`config.mk`:
```
export PLATFORM = sky130hd
export DESIGN_NAME = strap_config_latch
export DESIGN_NICKNAME = d
export VERILOG_FILES = /design/src/rtl/strap_config_latch.v
export VERILOG_INCLUDE_DIRS = /design/src /design/src/rtl
export SDC_FILE = /design/constraint.sdc
export NUM_CORES = 1
export LEC_CHECK = 0
export BUFFER_PORTS_ARGS = -buffer_cell sky130_fd_sc_hd__buf_4
export CORE_ASPECT_RATIO = 2
export CORE_MARGIN = 2
export CORE_UTILIZATION = 35
export CTS_CLUSTER_SIZE = 16
export DETAILED_ROUTE_END_ITERATION = 8
export GPL_ROUTABILITY_DRIVEN = 0
export PLACE_DENSITY_LB_ADDON = 0.2
export SYNTH_ARGS = -nofsm -noshare
export SYNTH_HDL_FRONTEND = slang
export SYNTH_SLANG_ARGS = --single-unit
```
`constraint.sdc`:
```
create_clock -name pclk -period 2.3 [get_ports pclk]
set_input_delay 0.69 -clock pclk [delete_from_list [all_inputs] [get_ports pclk]]
set_output_delay 0.69 -clock pclk [all_outputs]
set_load 0.1 [all_outputs]
```
`src/rtl/strap_config_defines.vh`:
```
// Purpose: Offsets, field positions and reset values for the strap loader
// Assumes: 32-bit APB, one register per aligned word
// Notes:   Included by its bare name, definitions only
`ifndef STRAP_CONFIG_DEFINES_VH
`define STRAP_CONFIG_DEFINES_VH

// ----------------------------------------------------------------
// Register byte offsets
// ----------------------------------------------------------------
`define PORT_CFG_BASE_OFS 8'h00
`define CTRL_OFS 8'h20
`define STATUS_OFS 8'h24
`define STRAP_RAW_OFS 8'h28
`define ADDR_INDEX_MSB 7

// ----------------------------------------------------------------
// Port configuration register fields
// ----------------------------------------------------------------
`define PCFG_XOVER_BIT 0
`define PCFG_CFG_LSB 1
`define PCFG_CFG_MSB 3
`define PCFG_SLEW_LSB 4
`define PCFG_SLEW_MSB 5
`define PCFG_WIDTH 6
`define PCFG_RESET 6'h00

// ----------------------------------------------------------------
// Control and status fields
// ----------------------------------------------------------------
`define CTRL_SWRST_BIT 0
`define STAT_BASE_LSB 0
`define STAT_BASE_MSB 4
`define STAT_MODE_LSB 5
`define STAT_MODE_MSB 6
`define STAT_MODE_ERR_BIT 7
`define STAT_LOADED_BIT 8

// ----------------------------------------------------------------
// Interface mode codes and address layout
// ----------------------------------------------------------------
`define MODE_SMII 2'h1
`define MODE_SSSMII 2'h2
`define PORT_COUNT 8
`define BASE_LOW_ZERO 3'h0
`define STRAP_WIDTH 11
`define STRAP_RESET 11'h000
`define SYNC_SETTLE 3'h4

`endif

```
`src/rtl/strap_config_latch.v`:
```
// Purpose: Samples board straps at reset release, loads per-port defaults
//          and serves them to the management host over APB.
// Assumes: One 20 MHz clock, straps steady around reset release.
// Notes:   Software reset is a one-cycle self-clearing pulse that reloads
//          the straps; the register file stays writable afterwards.
//
// The APB register port and the address map are this design's own decisions.
`timescale 1ns/1ps
`include "strap_config_defines.vh"

// Contract
// (RULE1) Internal reset is hardware OR software reset
// (RULE2) Hardware reset forces all outputs inactive
// (RULE3) Base address from two straps, low bits zero
// (RULE4) Port answers at base plus port index
// (RULE5) Mode 01 SMII, 10 SS-SMII, others reserved
// (RULE6) Auto crossover strap loads every port default
// (RULE7) Host may read and overwrite defaults afterwards
// (RULE8) Auto crossover high selects automatic crossover everywhere
// (RULE9) Auto crossover low follows manual crossover pin
// (RULE10) Three global strap pins load every port
// (RULE11) Edge-rate straps load two-bit slew field, writable
// (RULE12) Capture straps once at release, hold until reset
// (RULE13) Board holds straps stable across reset release
module strap_config_latch (
    input wire pclk,
    input wire presetn,
    input wire psel,
    input wire penable,
    input wire pwrite,
    input wire [7:0] paddr,
    input wire [31:0] pwdata,
    output reg [31:0] prdata,
    output reg pready,
    output reg pslverr,
    input wire auto_crossover_strap,
    input wire manual_crossover_pin,
    input wire tx_edge_rate_strap0,
    input wire tx_edge_rate_strap1,
    input wire global_cfg_strap1,
    input wire global_cfg_strap2,
    input wire global_cfg_strap3,
    input wire base_addr_strap3,
    input wire base_addr_strap4,
    input wire iface_select_bit0,
    input wire iface_select_bit1,
    input wire [4:0] mgmt_addr,
    output reg [7:0] port_addr_hit,
    output reg [4:0] mgmt_base_addr,
    output reg smii_mode,
    output reg sssmii_mode,
    output reg iface_mode_err,
    output reg [7:0] port_auto_xover,
    output reg [7:0] port_manual_crossover_pin,
    output reg [23:0] port_global_cfg,
    output reg [15:0] port_tx_slew,
    output reg core_reset
);

    // ------------------------------------------------------------
    // Decode helpers
    // ------------------------------------------------------------
    // Port index matched by a management address, 8 when none
    function [3:0] port_of_addr;
        input [4:0] addr;
        input [4:0] base;
        begin
            if (addr[4:3] == base[4:3]) begin
                port_of_addr = {1'b0, addr[2:0]};
            end else begin
                port_of_addr = 4'h8;
            end
        end
    endfunction

    // Flags an aligned APB address inside the per-port register block
    function is_port_reg;
        input [7:0] addr;
        begin
            is_port_reg = (addr[1:0] == 2'h0) &&
                (addr < (`PORT_CFG_BASE_OFS + 8'h20));
        end
    endfunction

    // ------------------------------------------------------------
    // Strap input synchroniser
    // ------------------------------------------------------------
    // Bit order: mode1..0, addr4..3, cfg3..1, slew1..0, manual, auto
    wire [10:0] strap_pins;
    reg [10:0] strap_s1_q;
    reg [10:0] strap_s2_q;
    reg [10:0] strap_s3_q;
    reg [10:0] strap_lvl_q;
    reg [10:0] strap_lvl_d;
    integer i;

    assign strap_pins = {iface_select_bit1, iface_select_bit0,
        base_addr_strap4, base_addr_strap3,
        global_cfg_strap3, global_cfg_strap2, global_cfg_strap1,
        tx_edge_rate_strap1, tx_edge_rate_strap0,
        manual_crossover_pin, auto_crossover_strap};

    // A bit counts only once stages two and three agree
    always @* begin
        strap_lvl_d = strap_lvl_q;
        for (i = 0; i < `STRAP_WIDTH; i = i + 1) begin
            if (strap_s2_q[i] == strap_s3_q[i]) begin
                strap_lvl_d[i] = strap_s3_q[i];
            end
        end
    end

    // Three stages, first read only by the second
    always @(posedge pclk or negedge presetn) begin
        if (!presetn) begin
            strap_s1_q <= `STRAP_RESET;
            strap_s2_q <= `STRAP_RESET;
            strap_s3_q <= `STRAP_RESET;
            strap_lvl_q <= `STRAP_RESET;
        end else begin
            strap_s1_q <= strap_pins;
            strap_s2_q <= strap_s1_q;
            strap_s3_q <= strap_s2_q;
            strap_lvl_q <= strap_lvl_d;
        end
    end

    // ------------------------------------------------------------
    // Reset combination and capture control
    // ------------------------------------------------------------
    reg swrst_q;
    reg load_pend_q;
    reg [2:0] settle_q;
    reg loaded_q;
    wire int_reset;
    wire capture;
    wire apb_wr;
    wire apb_rd;

    // Hardware reset is the async term, software bit the sync one
    assign int_reset = swrst_q; // see (RULE1)
    // Wait for the sync chain to fill so a pre-reset value is not taken
    assign capture = load_pend_q && !int_reset &&
        (settle_q == `SYNC_SETTLE);
    assign apb_wr = psel && penable && pready && pwrite;
    assign apb_rd = psel && !penable && !pwrite;

    // Software reset bit self-clears after one cycle
    always @(posedge pclk or negedge presetn) begin
        if (!presetn) begin
            swrst_q <= 1'b0;
        end else begin
            swrst_q <= apb_wr && (paddr == `CTRL_OFS) &&
                pwdata[`CTRL_SWRST_BIT] && !swrst_q;
        end
    end

    // One capture per release, then held until the next reset
    always @(posedge pclk or negedge presetn) begin
        if (!presetn) begin
            load_pend_q <= 1'b1;
            settle_q <= 3'h0;
            loaded_q <= 1'b0;
        end else if (int_reset) begin
            load_pend_q <= 1'b1; // see (RULE1)
            settle_q <= `SYNC_SETTLE;
            loaded_q <= 1'b0;
        end else if (capture) begin
            load_pend_q <= 1'b0; // see (RULE12)
            loaded_q <= 1'b1;
        end else if (load_pend_q) begin
            settle_q <= settle_q + 3'h1;
        end
    end

    // ------------------------------------------------------------
    // Global straps: base address and interface mode
    // ------------------------------------------------------------
    reg [1:0] base_hi_q;
    reg [1:0] mode_q;

    always @(posedge pclk or negedge presetn) begin
        if (!presetn) begin
            base_hi_q <= 2'h0;
            mode_q <= 2'h0;
        end else if (capture) begin
            base_hi_q <= strap_lvl_q[8:7]; // see (RULE12)
            mode_q <= strap_lvl_q[10:9]; // see (RULE5)
        end
    end

    // ------------------------------------------------------------
    // Per-port configuration registers
    // ------------------------------------------------------------
    wire [5:0] strap_default;
    wire [47:0] pcfg_flat;

    // Default word shared by every port
    assign strap_default = {strap_lvl_q[3:2], strap_lvl_q[6:4],
        strap_lvl_q[0]};

    genvar p;
    generate
        for (p = 0; p < `PORT_COUNT; p = p + 1) begin : g_port
            reg [5:0] pcfg_q;
            always @(posedge pclk or negedge presetn) begin
                if (!presetn) begin
                    pcfg_q <= `PCFG_RESET;
                end else if (capture) begin
                    // Straps give the defaults for all ports
                    pcfg_q <= strap_default; // see (RULE6) (RULE10)
                end else if (apb_wr && loaded_q && is_port_reg(paddr) &&
                    (paddr[4:2] == p)) begin
                    // Host overwrite once loading is done
                    pcfg_q <= pwdata[5:0]; // see (RULE7) (RULE11)
                end
            end
            assign pcfg_flat[p*6 +: 6] = pcfg_q;
        end
    endgenerate

    // ------------------------------------------------------------
    // Registered outputs toward the port logic
    // ------------------------------------------------------------
    reg [3:0] hit_port;
    reg [7:0] hit_d;
    reg [7:0] xover_d;
    reg [7:0] manual_crossover_pin_d;
    reg [23:0] cfg_d;
    reg [15:0] slew_d;
    integer k;

    // Address match and crossover choice per port
    always @* begin
        hit_d = 8'h00;
        xover_d = 8'h00;
        manual_crossover_pin_d = 8'h00;
        cfg_d = 24'h000000;
        slew_d = 16'h0000;
        hit_port = port_of_addr(mgmt_addr, {base_hi_q, `BASE_LOW_ZERO});
        for (k = 0; k < `PORT_COUNT; k = k + 1) begin
            hit_d[k] = loaded_q && (hit_port == k); // see (RULE4)
            xover_d[k] = pcfg_flat[k*6];
            // Auto forces the manual crossover output high; else the manual pin rules
            manual_crossover_pin_d[k] = pcfg_flat[k*6] ? 1'b1 :
                strap_lvl_q[1]; // see (RULE8) (RULE9)
            cfg_d[k*3 +: 3] = pcfg_flat[k*6+1 +: 3];
            slew_d[k*2 +: 2] = pcfg_flat[k*6+4 +: 2]; // see (RULE11)
        end
    end

    // All outputs held inactive through hardware reset
    always @(posedge pclk or negedge presetn) begin
        if (!presetn) begin
            port_addr_hit <= 8'h00; // see (RULE2)
            mgmt_base_addr <= 5'h00;
            smii_mode <= 1'b0;
            sssmii_mode <= 1'b0;
            iface_mode_err <= 1'b0;
            port_auto_xover <= 8'h00;
            port_manual_crossover_pin <= 8'h00;
            port_global_cfg <= 24'h000000;
            port_tx_slew <= 16'h0000;
            core_reset <= 1'b0;
        end else begin
            port_addr_hit <= hit_d;
            mgmt_base_addr <= {base_hi_q, `BASE_LOW_ZERO}; // see (RULE3)
            smii_mode <= loaded_q && (mode_q == `MODE_SMII); // see (RULE5)
            sssmii_mode <= loaded_q && (mode_q == `MODE_SSSMII);
            // Reserved codes flagged, one mode for all ports
            iface_mode_err <= loaded_q && (mode_q != `MODE_SMII) &&
                (mode_q != `MODE_SSSMII);
            port_auto_xover <= xover_d;
            port_manual_crossover_pin <= manual_crossover_pin_d;
            port_global_cfg <= cfg_d;
            port_tx_slew <= slew_d;
            core_reset <= int_reset || load_pend_q; // see (RULE1)
        end
    end

    // ------------------------------------------------------------
    // APB slave, zero wait states
    // ------------------------------------------------------------
    reg [31:0] rdata_d;
    reg err_d;

    // Read mux and unmapped detection, evaluated in setup phase
    always @* begin
        rdata_d = 32'h00000000;
        err_d = 1'b0;
        if (is_port_reg(paddr)) begin
            rdata_d[5:0] = pcfg_flat[paddr[4:2]*6 +: 6]; // see (RULE7)
        end else if (paddr == `CTRL_OFS) begin
            rdata_d[`CTRL_SWRST_BIT] = swrst_q;
        end else if (paddr == `STATUS_OFS) begin
            rdata_d[`STAT_BASE_MSB:`STAT_BASE_LSB] =
                {base_hi_q, `BASE_LOW_ZERO};
            rdata_d[`STAT_MODE_MSB:`STAT_MODE_LSB] = mode_q;
            rdata_d[`STAT_MODE_ERR_BIT] = (mode_q != `MODE_SMII) &&
                (mode_q != `MODE_SSSMII);
            rdata_d[`STAT_LOADED_BIT] = loaded_q;
        end else if (paddr == `STRAP_RAW_OFS) begin
            rdata_d[10:0] = strap_lvl_q;
        end else begin
            err_d = 1'b1;
        end
    end

    // Answer one cycle after setup; data held until next read setup
    always @(posedge pclk or negedge presetn) begin
        if (!presetn) begin
            pready <= 1'b0;
            pslverr <= 1'b0;
            prdata <= 32'h00000000;
        end else begin
            pready <= psel && !penable;
            if (psel && !penable) begin
                pslverr <= err_d;
            end else begin
                pslverr <= 1'b0;
            end
            if (apb_rd) begin
                prdata <= rdata_d;
            end
        end
    end

endmodule

```
# Word level (Yosys, flattened, before mapping)
# Index checks and enable logic that the tools add are counted.
dict set report classes {
  n_addsub 1
  multipliers 1
  order_cmp 1
  n_eq_ne 35
  n_shift 1
  mux 44
  reduce_logical 52
}
# op count
set ops {}
lappend ops {{$mux W6} 17}
lappend ops {{$shiftx A48 B7 Y6} 1}
lappend ops {{$logic_and A1 B1 Y1} 34}
lappend ops {{$eq A8 B6 Y1 const B} 3}
lappend ops {{$reduce_bool A2 Y1} 10}
lappend ops {{$mux W1} 18}
lappend ops {{$eq A4 B3 Y1 const B} 4}
lappend ops {{$eq A3 B3 Y1 const B} 5}
lappend ops {{$eq A1 B1 Y1} 11}
lappend ops {{$mux W11} 1}
lappend ops {{$mux W10} 1}
lappend ops {{$mux W3} 3}
lappend ops {{$mux W9} 1}
lappend ops {{$eq A4 B2 Y1 const B} 2}
lappend ops {{$lt A8 B6 Y1 const B} 1}
lappend ops {{$eq A3 B2 Y1 const B} 2}
lappend ops {{$mul A3 B2 Y5 const B} 1}
lappend ops {{$mux W5} 1}
lappend ops {{$eq A4 B1 Y1 const B} 1}
lappend ops {{$logic_not A4 Y1} 1}
lappend ops {{$mux W4} 1}
lappend ops {{$ne A2 B2 Y1 const B} 2}
lappend ops {{$add A3 B1 Y3 const B} 1}
lappend ops {{$eq A3 B1 Y1 const B} 1}
lappend ops {{other kinds (10)} 12}
dict set report word_totals {
  ff_bits 185
  out_inout_bits 107
}

# Longest topological paths before layout
# Gate-level depths: netlist of run 1.
dict set report depth {
  ltp_word 8
  depth_mapped 7
  ltp_nobuf 6
}

# Worst setup path after synthesis of run 1
# OpenSTA, ideal clock, no wires.
dict set report synth_path {
  kind {input to register}
  startpoint {in paddr[6]}
  endpoint {reg prdata[0]}
  setup_ns 0.082
  arrival_time_ns 2.327
  required_ns 2.218
  path_slack_ns -0.109
  cell_stages 6
  path_buffers 2
  cell_sequence {or4_1 > buf_2 > or3b_1 > buf_2 > or3_1 > a31oi_1}
}
dict set report synth_between {
  elab_chain_len 5
  elab_cells_between_ends 9
  cone_classes {order compare: 1; eq/ne: 3; mux: 4; reduce/logical: 1}
}
# element line
set synth_lines {}
lappend synth_lines {{start: declaration} strap_config_latch.v:31} ;# input wire [7:0] paddr,
lappend synth_lines {{$eq A8 B6 Y1 (no source line)} --}
lappend synth_lines {{$mux W11} strap_config_latch.v:302} ;# end else if (paddr == `STRAP_RAW_OFS) begin
lappend synth_lines {{$mux W9} strap_config_latch.v:295} ;# end else if (paddr == `STATUS_OFS) begin
lappend synth_lines {{$mux W1} strap_config_latch.v:293} ;# end else if (paddr == `CTRL_OFS) begin
lappend synth_lines {{$mux W6 *} strap_config_latch.v:291} ;# if (is_port_reg(paddr)) begin
lappend synth_lines {{end signal: assignment} strap_config_latch.v:323} ;# prdata <= rdata_d;
lappend synth_lines {{end: declaration} strap_config_latch.v:33} ;# output reg [31:0] prdata,
# Every way passes the cells marked *; elsewhere a longest branch is shown, timed or not.
# A chain may end at the register's enable or synchronous reset.

# Worst setup path after layout of run 1
dict set report layout_path {
  startpoint {in paddr[6]}
  endpoint {reg g_port[2].pcfg_q[0]}
}
dict set report layout_between {
  elab_chain_len 5
}
# element line
set layout_lines {}
lappend layout_lines {{$lt A8 B6 Y1} strap_config_latch.v:81} ;# (addr < (`PORT_CFG_BASE_OFS + 8'h20));
lappend layout_lines {{$logic_and A1 B1 Y1} strap_config_latch.v:80} ;# is_port_reg = (addr[1:0] == 2'h0) &&
lappend layout_lines {{$logic_and A1 B1 Y1 (2 in series)} strap_config_latch.v:212} ;# end else if (apb_wr && loaded_q && is_port_reg(paddr) &&
lappend layout_lines {{$reduce_bool A2 Y1 (no source line)} --}
lappend layout_lines {{end signal: assignment} strap_config_latch.v:208} ;# pcfg_q <= `PCFG_RESET;
lappend layout_lines {{end signal: assignment} strap_config_latch.v:211} ;# pcfg_q <= strap_default;
lappend layout_lines {{end signal: assignment} strap_config_latch.v:215} ;# pcfg_q <= pwdata[5:0];
lappend layout_lines {{end: declaration} strap_config_latch.v:205} ;# reg [5:0] pcfg_q;
# Every way passes these cells.

==> results.toml, run 1 <==
[final_layout]
fin_area_um2 = 8623
final_nets = 660
drive_gt1_frac = 0.4217
fill_cells = 1661
synthToLayoutAreaGrowth_pct = 29.31
multi_input_area_um2 = 1888
diodes = 0
ff_latch_area_um2 = 4631

[synth]
synth_async_sr_flop_share = 1.000
synth.largest_area_cell = "dfrtp_1"
yosysTopAreaCellShare = 0.6904
yosysUniqueCellTypes = 42
avgSynthCellArea_um2 = 15.19
ys_ff_latch = 185
synth_edf_count = 0
yosysMostFrequentCell = "dfrtp_1"
ys_seq_area_frac = 0.6944
ys_top_cells_by_area = "dfrtp_1 (69%), mux2_2 (8.1%), mux4_2 (4.1%), buf_4 (2.7%), nand2_1 (1.7%)"
synth_area_um2 = 6669
ys.flop_type = "dfrtp_1"
yosysWarnings = 0
yosys-top-cells-count = "dfrtp_1 (184), mux2_2 (48), nand2_1 (31)"
syn_inst = 439

[sta]
worst_pin_slew_ns = 0.5471
max_slew_margin = 0.6350
post-route-min-period_ns = 2.103
fmax_ghz = 0.4756
hold_ws_ns = 0.2221
hold_viol_final = 0
skew_ns = 0.007122
finalSetupViolCount = 0
final.period_utilization = 0.9142
report.final.slew_viol_count = 0
rsz0062_at_grt = "no"
setup_slack_ns = 0.1973

[clock_tree]
path_clk_slew_ns = 0.06
cts_resized = 0
cts_buffers = 17
htreeDepth = 4
clock-root-buffer = "clkbuf_16"
insertion_delay_ns = 0.43
holdBufCountCts = 0
cts_tree = "built"
post_cts_buffers = 0
cts.sinks = 185
cts_buffer_depth = 2

[worst_setup_path]
crit_top_cell = "buf_4"
path_max_fanout = 4
crit_path_top_delay_cell = "or4_4"
critPathCaptureType = "flop"
slowest_delay_ns = 0.59
path_cells = "buf_4 -> or4_4 -> nor4_4 -> a21oi_1 -> buf_4 -> mux2_2"
rrSetupSlack_ns = 0.27
crit_required_ns = 2.61
ff2ff_path_depth = 7
cpLargestDelayFamily = "simple AND/OR/NAND/NOR gates"
startpoint_type = "input pin"
arrival_ns = 2.41
r2r_start = "settle_q[0]"
path_class = "input pin to flop"
r2r-end = "g_port[5].pcfg_q[3]"
cp_num_buf_inv = 2

[grt]
antenna_found_initial = 0
grt_pass1_wl_um = 23960
grt_max_degree = 53
overflow = 0
grt_pass1_vias = 4245
grt_use_total = 0.1620

[die]
dieWidth_um = 101.6
dieArea_um2 = 20240
coreArea_um2 = 18740
die_h_um = 199.2
io-pin-count = 168
row_count = 71
start_util = 0.3558

[placement]
dp_hpwl_um = 11310
placed_area_um2 = 8015
io_buffer_count = 117
dp_slack_ns = -0.2352

[min_path]
hold_path_class = "input pin to async pin"

[drt]
drtPass1Iterations = 4
via_per_inst = 4.580
postRouteAntennaNets = 0
drt-total-wl_um = 15590
drc = 0
drt_iter0_drc = 132
routedWlPerCell_um = 18.08
vias = 3948

[run]
cap_violations = 0

[status]
status = "finished clean"

[pwr]
p_per_area_nw_per_um2 = 822.2
peakVddDrop_mv = 0.4033
total_power_mw = 7.090
power.leakage_nw = 4.328
cell type report:
| cell class | count | share of cell area |
|---|---|---|
| clock buffer | 18 | 0.05093 |
| inverter | 6 | 0.002612 |
| tap | 255 | 0.03700 |
| multi-input combinational | 235 | 0.2189 |
| sequential | 185 | 0.5370 |
| timing repair buffer | 150 | 0.1339 |
| clock inverter | 13 | 0.01959 |
logic make-up (layout without fill, tap and decap cells):
family                   count (synthesis)  after routing  share of synthesized area
flip-flops                             185            185                     0.6944
AND/OR/NAND/NOR                         90             90                    0.07336
multiplexers                            63             63                     0.1261
buffers and inverters                   42            187                    0.03790
AO/OA/AOI/OAI                           40             40                    0.03977
adder cells (fa/ha/maj)                 15             15                    0.02402
XOR/XNOR                                 3              3                   0.003941
other                                    1             24                  0.0005623
cells in the final DEF (no fill, tap or decap), drive strengths merged, types with 2 or more instances in the layout:
| cell | netlist | final |
|---|---|---|
| a221o | 2 | 2 |
| and2 | 3 | 3 |
| bufinv | 0 | 3 |
| buf | 29 | 150 |
| clkbuf | 7 | 18 |
| nand4b | 2 | 2 |
| or2 | 9 | 9 |
| dfrtp | 184 | 184 |
| nand2 | 31 | 31 |
| conb | 1 | 24 |
| o211ai | 4 | 4 |
| o31ai | 3 | 3 |
| nor2 | 15 | 15 |
| inv | 6 | 10 |
| clkinv | 0 | 5 |
| mux2i | 3 | 3 |
| nand4 | 2 | 2 |
| nor2b | 4 | 4 |
| mux2 | 48 | 48 |
| nor3 | 4 | 4 |
| nor3b | 2 | 2 |
| nand2b | 8 | 8 |
| a31oi | 3 | 3 |
| ha | 4 | 4 |
| o21ai | 3 | 3 |
| a21oi | 15 | 15 |
| a22oi | 3 | 3 |
| a22o | 5 | 5 |
| maj3 | 11 | 11 |
| mux4 | 12 | 12 |
| nor4 | 4 | 4 |
| xnor2 | 3 | 3 |
registers in the layout, summed over array words and instances (netlist names), 2 cells and up:
register and count:
port_manual_crossover_pin 8, strap_s1_q 11, port_global_cfg 24, prdata 11, port_auto_xover 8, strap_lvl_q 11, settle_q 3, mode_q 2
port_tx_slew 16, g_port.pcfg_q 48, port_addr_hit 8, base_hi_q 2, mgmt_base_addr 2, strap_s3_q 11, strap_s2_q 11
how the worst max path moves through the flow:
stage	slack (ns)	cells past startpoint	startpoint	end
after floorplan	-0.05	6	paddr[6]	prdata[0]
after global placement	-0.25	6	paddr[6]	g_port[3].pcfg_q[1]
after detailed placement	-0.24	6	paddr[6]	g_port[3].pcfg_q[0]
after CTS	0.21	6	paddr[6]	g_port[3].pcfg_q[0]
after global routing	0.13	7	settle_q[0]	g_port[5].pcfg_q[3]
final	0.20	6	paddr[6]	g_port[2].pcfg_q[0]
routing by layer:
metal,part of all wire,track usage
met1,0.39,0.1914
met2,0.54,0.2819
met3,0.043,0.03218
met4,0.024,0.06857
met5,0,0
power by group:
| part | switching, mW | internal (mW) | total, mW |
|---|---|---|---|
| registers | 0.0508 | 3.33 | 3.38 |
| clock network | 1.26 | 1.75 | 3.01 |
| logic | 0.546 | 0.152 | 0.698 |
per-stage QoR:
step | setup TNS, ns | utilization | std cells
after global placement | -11.08 | 0.4276 | 831
after floorplan | -0.07852 | - | 462
after detailed placement | -11.13 | 0.4276 | 831
final | 0 | 0.4600 | 862
after global routing | 0 | 0.4600 | 862
after CTS | 0 | 0.4600 | 862
No activity file was read; power rests on OpenSTA's default activity.
==> inputs of run 2 (changes only) <==
SETUP_SLACK_MARGIN = 0.4   (was default)
SLEW_MARGIN = 30   (was default)
==> run 2 against run 1 <==
  * Hold slack worse by 0.075 ns
  * Critical path depth stayed put
  * Largest cell class unchanged
  * Clock power decreased by 5%
  * Power shrank 1.8%
==> results.toml, run 2 (synthesis gave the netlist of run 1 again) <==
[grt]
grt_use_total = 0.1655
antenna_found_initial = 0
overflow = 0
grt_pass1_vias = 4248
grt_max_degree = 65
grt_pass1_wl_um = 24390

[worst_setup_path]
critPathCaptureType = "flop"
r2r-end = "g_port[6].pcfg_q[0]"
crit_required_ns = 2.64
path_cells = "buf_6 -> or4_4 -> buf_6 -> or3b_4 -> or3_1 -> a31oi_1"
crit_top_cell = "buf_6"
crit_start = "paddr[0]"
arrival_ns = 2.38
rrSetupSlack_ns = 0.45
cpLargestDelayFamily = "simple AND/OR/NAND/NOR gates"
r2r_start = "settle_q[0]"
startpoint_type = "input pin"
path_max_fanout = 3
crit_path_top_delay_cell = "or4_4"
path_class = "input pin to flop"
cp_num_buf_inv = 2
slowest_delay_ns = 0.59
ff2ff_path_depth = 6

[run]
cap_violations = 0

[sta]
fin_setup_tns_ns = 0
post-route-min-period_ns = 2.038
worst_pin_slew_ns = 0.5169
hold_viol_final = 0
finalSetupViolCount = 0
report.final.slew_viol_count = 0
final.period_utilization = 0.8861
setup_slack_ns = 0.2620
max_slew_margin = 0.6547
fmax_ghz = 0.4907
rsz0062_at_grt = "yes"
skew_ns = 0.009664

[drt]
postRouteAntennaNets = 0
routedWlPerCell_um = 18.46
drt_iter0_drc = 121
drt-total-wl_um = 16050
drc = 0
drtPass1Iterations = 6
via_per_inst = 4.612
vias = 4008

[final_layout]
drive_gt1_frac = 0.4544
final_common_cell = "dfrtp_1"
reg_top3 = "g_port.pcfg_q (48), port_global_cfg (24), port_tx_slew (16)"
layout_common_cells = "dfrtp_1 (184), buf_4 (142), mux2_2 (44)"
largest_register = "g_port.pcfg_q"
synthToLayoutAreaGrowth_pct = 32.65
diodes = 0
layoutNonFillerInstCount = 869
largest_reg_flops = 48
final_nets = 666

[pwr]
peakVddDrop_mv = 0.4001
power.leakage_nw = 4.416
p_per_area_nw_per_um2 = 786.9

[placement]
place_inst = 830
io_buffer_count = 117
dp_hpwl_um = 11530
dp_slack_ns = -0.2980

[clock_tree]
cts_buffer_depth = 2
clock-root-buffer = "clkbuf_16"
htreeDepth = 4
holdBufCountCts = 0
cts_buffers = 17
insertion_delay_ns = 0.43
cts_tree = "built"
cts.sinks = 185
path_clk_slew_ns = 0.07

[die]
dieArea_um2 = 20240
start_util = 0.3558
row_count = 71
coreArea_um2 = 18740
die_h_um = 199.2
io-pin-count = 168
dieWidth_um = 101.6

[status]
status = "finished clean"

[min_path]
hold_path_class = "input pin to async pin"
-- run 2: cell count changes in the layout (fill, tap and decap cells not counted), moves of 3 or more --
| cell | previous run | this run |
|---|---|---|
| a21oi_2 | 0 | 4 |
| mux2_4 | 0 | 4 |
| buf_4 | 147 | 142 |
| a21oi_4 | 0 | 3 |
| o31ai_1 | 3 | 0 |
| buf_6 | 1 | 10 |
| a21oi_1 | 15 | 8 |
| mux2_2 | 48 | 44 |
-- run 2: stage by stage --
step           cell area, µm²    util  power, mW  hold slack (ns)
2_1_floorplan            6794       -      3.945           0.3312
3_3_place_gp             8040  0.4289      4.144           0.3346
6_report                 8846  0.4719      6.961           0.1476
5_1_grt                  8846  0.4719      7.193           0.1641
4_1_cts                  8757  0.4672      7.034           0.1495
3_5_place_dp             8040  0.4289      4.152           0.3347
-- run 2: how the worst max path moves through the flow --
| stage | cells past startpoint | end | slack, ns |
|---|---|---|---|
| finish | 6 | prdata[0] | 0.26 |
| global route | 6 | prdata[0] | 0.28 |
| CTS | 6 | prdata[0] | 0.27 |
| detailed placement | 6 | prdata[0] | -0.30 |
| global placement | 7 | g_port[4].pcfg_q[1] | -0.26 |
| floorplan | 6 | prdata[0] | -0.05 |
-- run 2: where the power goes --
group,total [mW],internal (mW),leakage [nW],switching (mW)
combinational,0.709,0.154,1.68,0.554
clock,2.86,1.59,0.288,1.27
sequential,3.39,3.33,2.45,0.0564
-- run 2: layer usage --
layer	GRT usage	share of wire	vias to the layer above
met2	0.2941	0.55	130
met4	0.07007	0.030	0
li1	-	-	1804
met3	0.03673	0.035	32
met5	0	0	-
met1	0.1873	0.38	2042
-- run 2: worst reg2reg max path, stage by stage, from the launching register on --
cell,delay [ns]
dfrtp_1,0.39
inv_1,0.06
ha_1,0.22
and4b_4,0.21
buf_4,0.17
a21oi_4,0.30
mux2_2,0.38
-- run 2: cell type report --
| cell class | instances | area (µm²) |
|---|---|---|
| clock buffer | 20 | 466.7 |
| tap | 255 | 319.1 |
| inverter | 6 | 22.52 |
| clock inverter | 12 | 113.9 |
| multi-input combinational | 235 | 2034 |
| sequential | 185 | 4631 |
| fill | 1657 | 9898 |
| timing repair buffer | 156 | 1259 |
-- run 2: repair_timing --
action                                  4_1_cts  5_1_grt
gates resized for setup                      25       13
buffers inserted                              4        3
pin swaps                                    10        5
endpoints found under the setup margin       58       52
==> inputs of run 3 (changes only) <==
ABC_AREA = 1   (was default)
==> run 3 against run 2 <==
  * Via count rose by 26%
  * Critical path depth fell by 5
  * Maximum frequency rose by 13%
  * Combinational power barely moved
  * Sequential cell count did not move
  * Register-to-register slack improved by 0.12 ns
  * Synthesized area rose by 5.7%
  * Clock-buffer cell count fell by 1
  * Hold slack got worse by 0.059 ns
  * Utilization fell by 2.3 points
  * Final area rose by 0.57%
  * Critical endpoint is now prdata[1]
  * Largest power group unchanged
  * Highest routed layer unchanged
==> results.toml, run 3 <==
[final_layout]
largest_register = "g_port.pcfg_q"
drive_gt1_frac = 0.2417
reg_top3 = "g_port.pcfg_q (48), port_global_cfg (24), port_tx_slew (16)"
final_common_cell = "nand2_1"
fill_cells = 1922
layoutNonFillerInstCount = 1106
diodes = 0
synthToLayoutAreaGrowth_pct = 26.24
largest_reg_flops = 48
layout_common_cells = "nand2_1 (231), dfrtp_1 (183), buf_4 (131)"
final_nets = 896

[worst_setup_path]
crit_path_top_delay_cell = "dfrtp_1"
startpoint_type = "flop"
cp_num_buf_inv = 1
critPathCaptureType = "output port"
arrival_ns = 1.12
path_max_fanout = 2
path_cells = "buf_4"
crit_required_ns = 1.61
cpLargestDelayFamily = "flip-flops"
path_class = "flop to output port"
slowest_delay_ns = 0.38

[min_path]
hold_path_class = "input pin to async pin"

[sta]
rsz0062_at_grt = "no"
fin_setup_tns_ns = 0
fmax_ghz = 0.5538
hold_ws_ns = 0.08845
report.final.slew_viol_count = 0
skew_ns = 0.01128
final.period_utilization = 0.7850
post-route-min-period_ns = 1.806
finalSetupViolCount = 0
hold_viol_final = 0

[die]
die_h_um = 204.7
row_count = 73
io-pin-count = 168
dieWidth_um = 104.3
coreArea_um2 = 19820
start_util = 0.3555
dieArea_um2 = 21350

[drt]
routedWlPerCell_um = 15.45
postRouteAntennaNets = 0
drt-total-wl_um = 17090
drc = 0
vias = 5035
via_per_inst = 4.552
drtPass1Iterations = 4
drt_iter0_drc = 189

[synth]
avgSynthCellArea_um2 = 10.14
ys_seq_area_frac = 0.6571
yosysMostFrequentCell = "nand2_1"
ys_top_cells_by_area = "dfrtp_1 (65%), nand2_1 (12%), nand3_1 (5.4%), buf_4 (2.8%), inv_1 (2.2%)"
syn_inst = 695
ys_ff_latch = 185
yosysUniqueCellTypes = 32
yosys-top-cells-count = "nand2_1 (231), dfrtp_1 (184), nand3_1 (76)"
synth_area_um2 = 7047
yosysTopAreaCellShare = 0.6534
synth_async_sr_flop_share = 1.000
synth.largest_area_cell = "dfrtp_1"
synth_edf_count = 0
yosysWarnings = 0
ys.flop_type = "dfrtp_1"

[grt]
grt_use_total = 0.1703
antenna_found_initial = 0
grt_max_degree = 55
grt_pass1_vias = 5143
overflow = 0
grt_pass1_wl_um = 27300

[clock_tree]
cts.sinks = 185
insertion_delay_ns = 0.44
htreeDepth = 4
clock-root-buffer = "clkbuf_16"
path_clk_slew_ns = 0.07
cts_buffers = 17
cts_buffer_depth = 2
cts_tree = "built"

[pwr]
clockPowerShare = 0.409
p_int_mw = 4.944
switching_share = 0.2822
total_power_mw = 6.888
power.leakage_nw = 4.233
pwr-share-comb = 0.103
power.switching_mw = 1.944
p_per_area_nw_per_um2 = 774.3
seqPwrFrac = 0.488
peakVddDrop_mv = 0.4527

[placement]
io_buffer_count = 117
place_inst = 1070
dp_hpwl_um = 12620

[status]
status = "finished clean"

[run]
cap_violations = 0
[run 3: layout make-up]
type | instances | area [µm²] | area share
clock buffers | 19 | 442.9 | 0.04979
clock inverters | 13 | 125.1 | 0.01406
inverters | 43 | 163.9 | 0.01842
multi-input cells | 447 | 2118 | 0.2381
flip-flops and latches | 185 | 4632 | 0.5207
well taps | 262 | 327.8 | 0.03685
repair buffers | 137 | 1086 | 0.1221
[run 3: logic make-up after synthesis]
| logic type | share of synthesized area |
|---|---|
| xor gates and xnor gates | 0.002486 |
| adders and majority gates | 0.02273 |
| DFF | 0.6571 |
| and+or+nand+nor | 0.2259 |
| AOI/OAI and AO/OA | 0.02912 |
| buffers and inverters | 0.06215 |
| other | 0.0005322 |
[run 3: final timing paths]
kind                                    start             endpoint  slack, ns  depth (start not counted)
worst max-delay path                prdata[1]            prdata[1]       0.49                          1
worst min-delay path                  presetn     port_addr_hit[3]       0.09                          1
worst max register to register      int_reset  g_port[3].pcfg_q[5]       0.57                          7
worst min register to register  strap_s1_q[6]        strap_s2_q[6]       0.35                          0
max in group asynchronous             presetn  g_port[2].pcfg_q[5]       1.56                          2
min in group pclk               strap_s1_q[6]        strap_s2_q[6]       0.35                          0
[run 3: through the flow]
step,worst slack [ns],utilization,area [µm²]
final,0.4944,0.4488,8896
after global placement,0.1576,0.4156,8237
after CTS,0.3707,0.4442,8805
after global routing,0.4364,0.4488,8896
after floorplan,0.6126,-,7134
after detailed placement,0.1584,0.4156,8237
[run 3: repair_timing]
action                                 in CTS  in global routing
hold buffers                                0                  0
buffers inserted                            0                  4
resized for setup                           0                  7
pin swaps                                   0                  1
setup endpoints to repair                   9                 48
endpoints found under the hold margin       0                  0
[run 3: metal layers]
| layer | wire, µm | vias up | GRT usage | share of wire |
|---|---|---|---|---|
| met5 | 0 | - | 0 | 0 |
| met1 | 6024 | 2374 | 0.1785 | 0.35 |
| li1 | - | 2419 | - | - |
| met4 | 1068 | 0 | 0.1202 | 0.062 |
| met3 | 859 | 63 | 0.03659 | 0.050 |
| met2 | 9137 | 179 | 0.3002 | 0.53 |
[run 3: power groups by stage]
stage	clock network (mW)	registers (mW)	logic, mW
floorplan	0	3.56	0.364
global placement	0	3.43	0.703
detailed placement	0	3.43	0.705
CTS	2.90	3.36	0.707
global route	3.04	3.37	0.759
finish	2.82	3.36	0.708
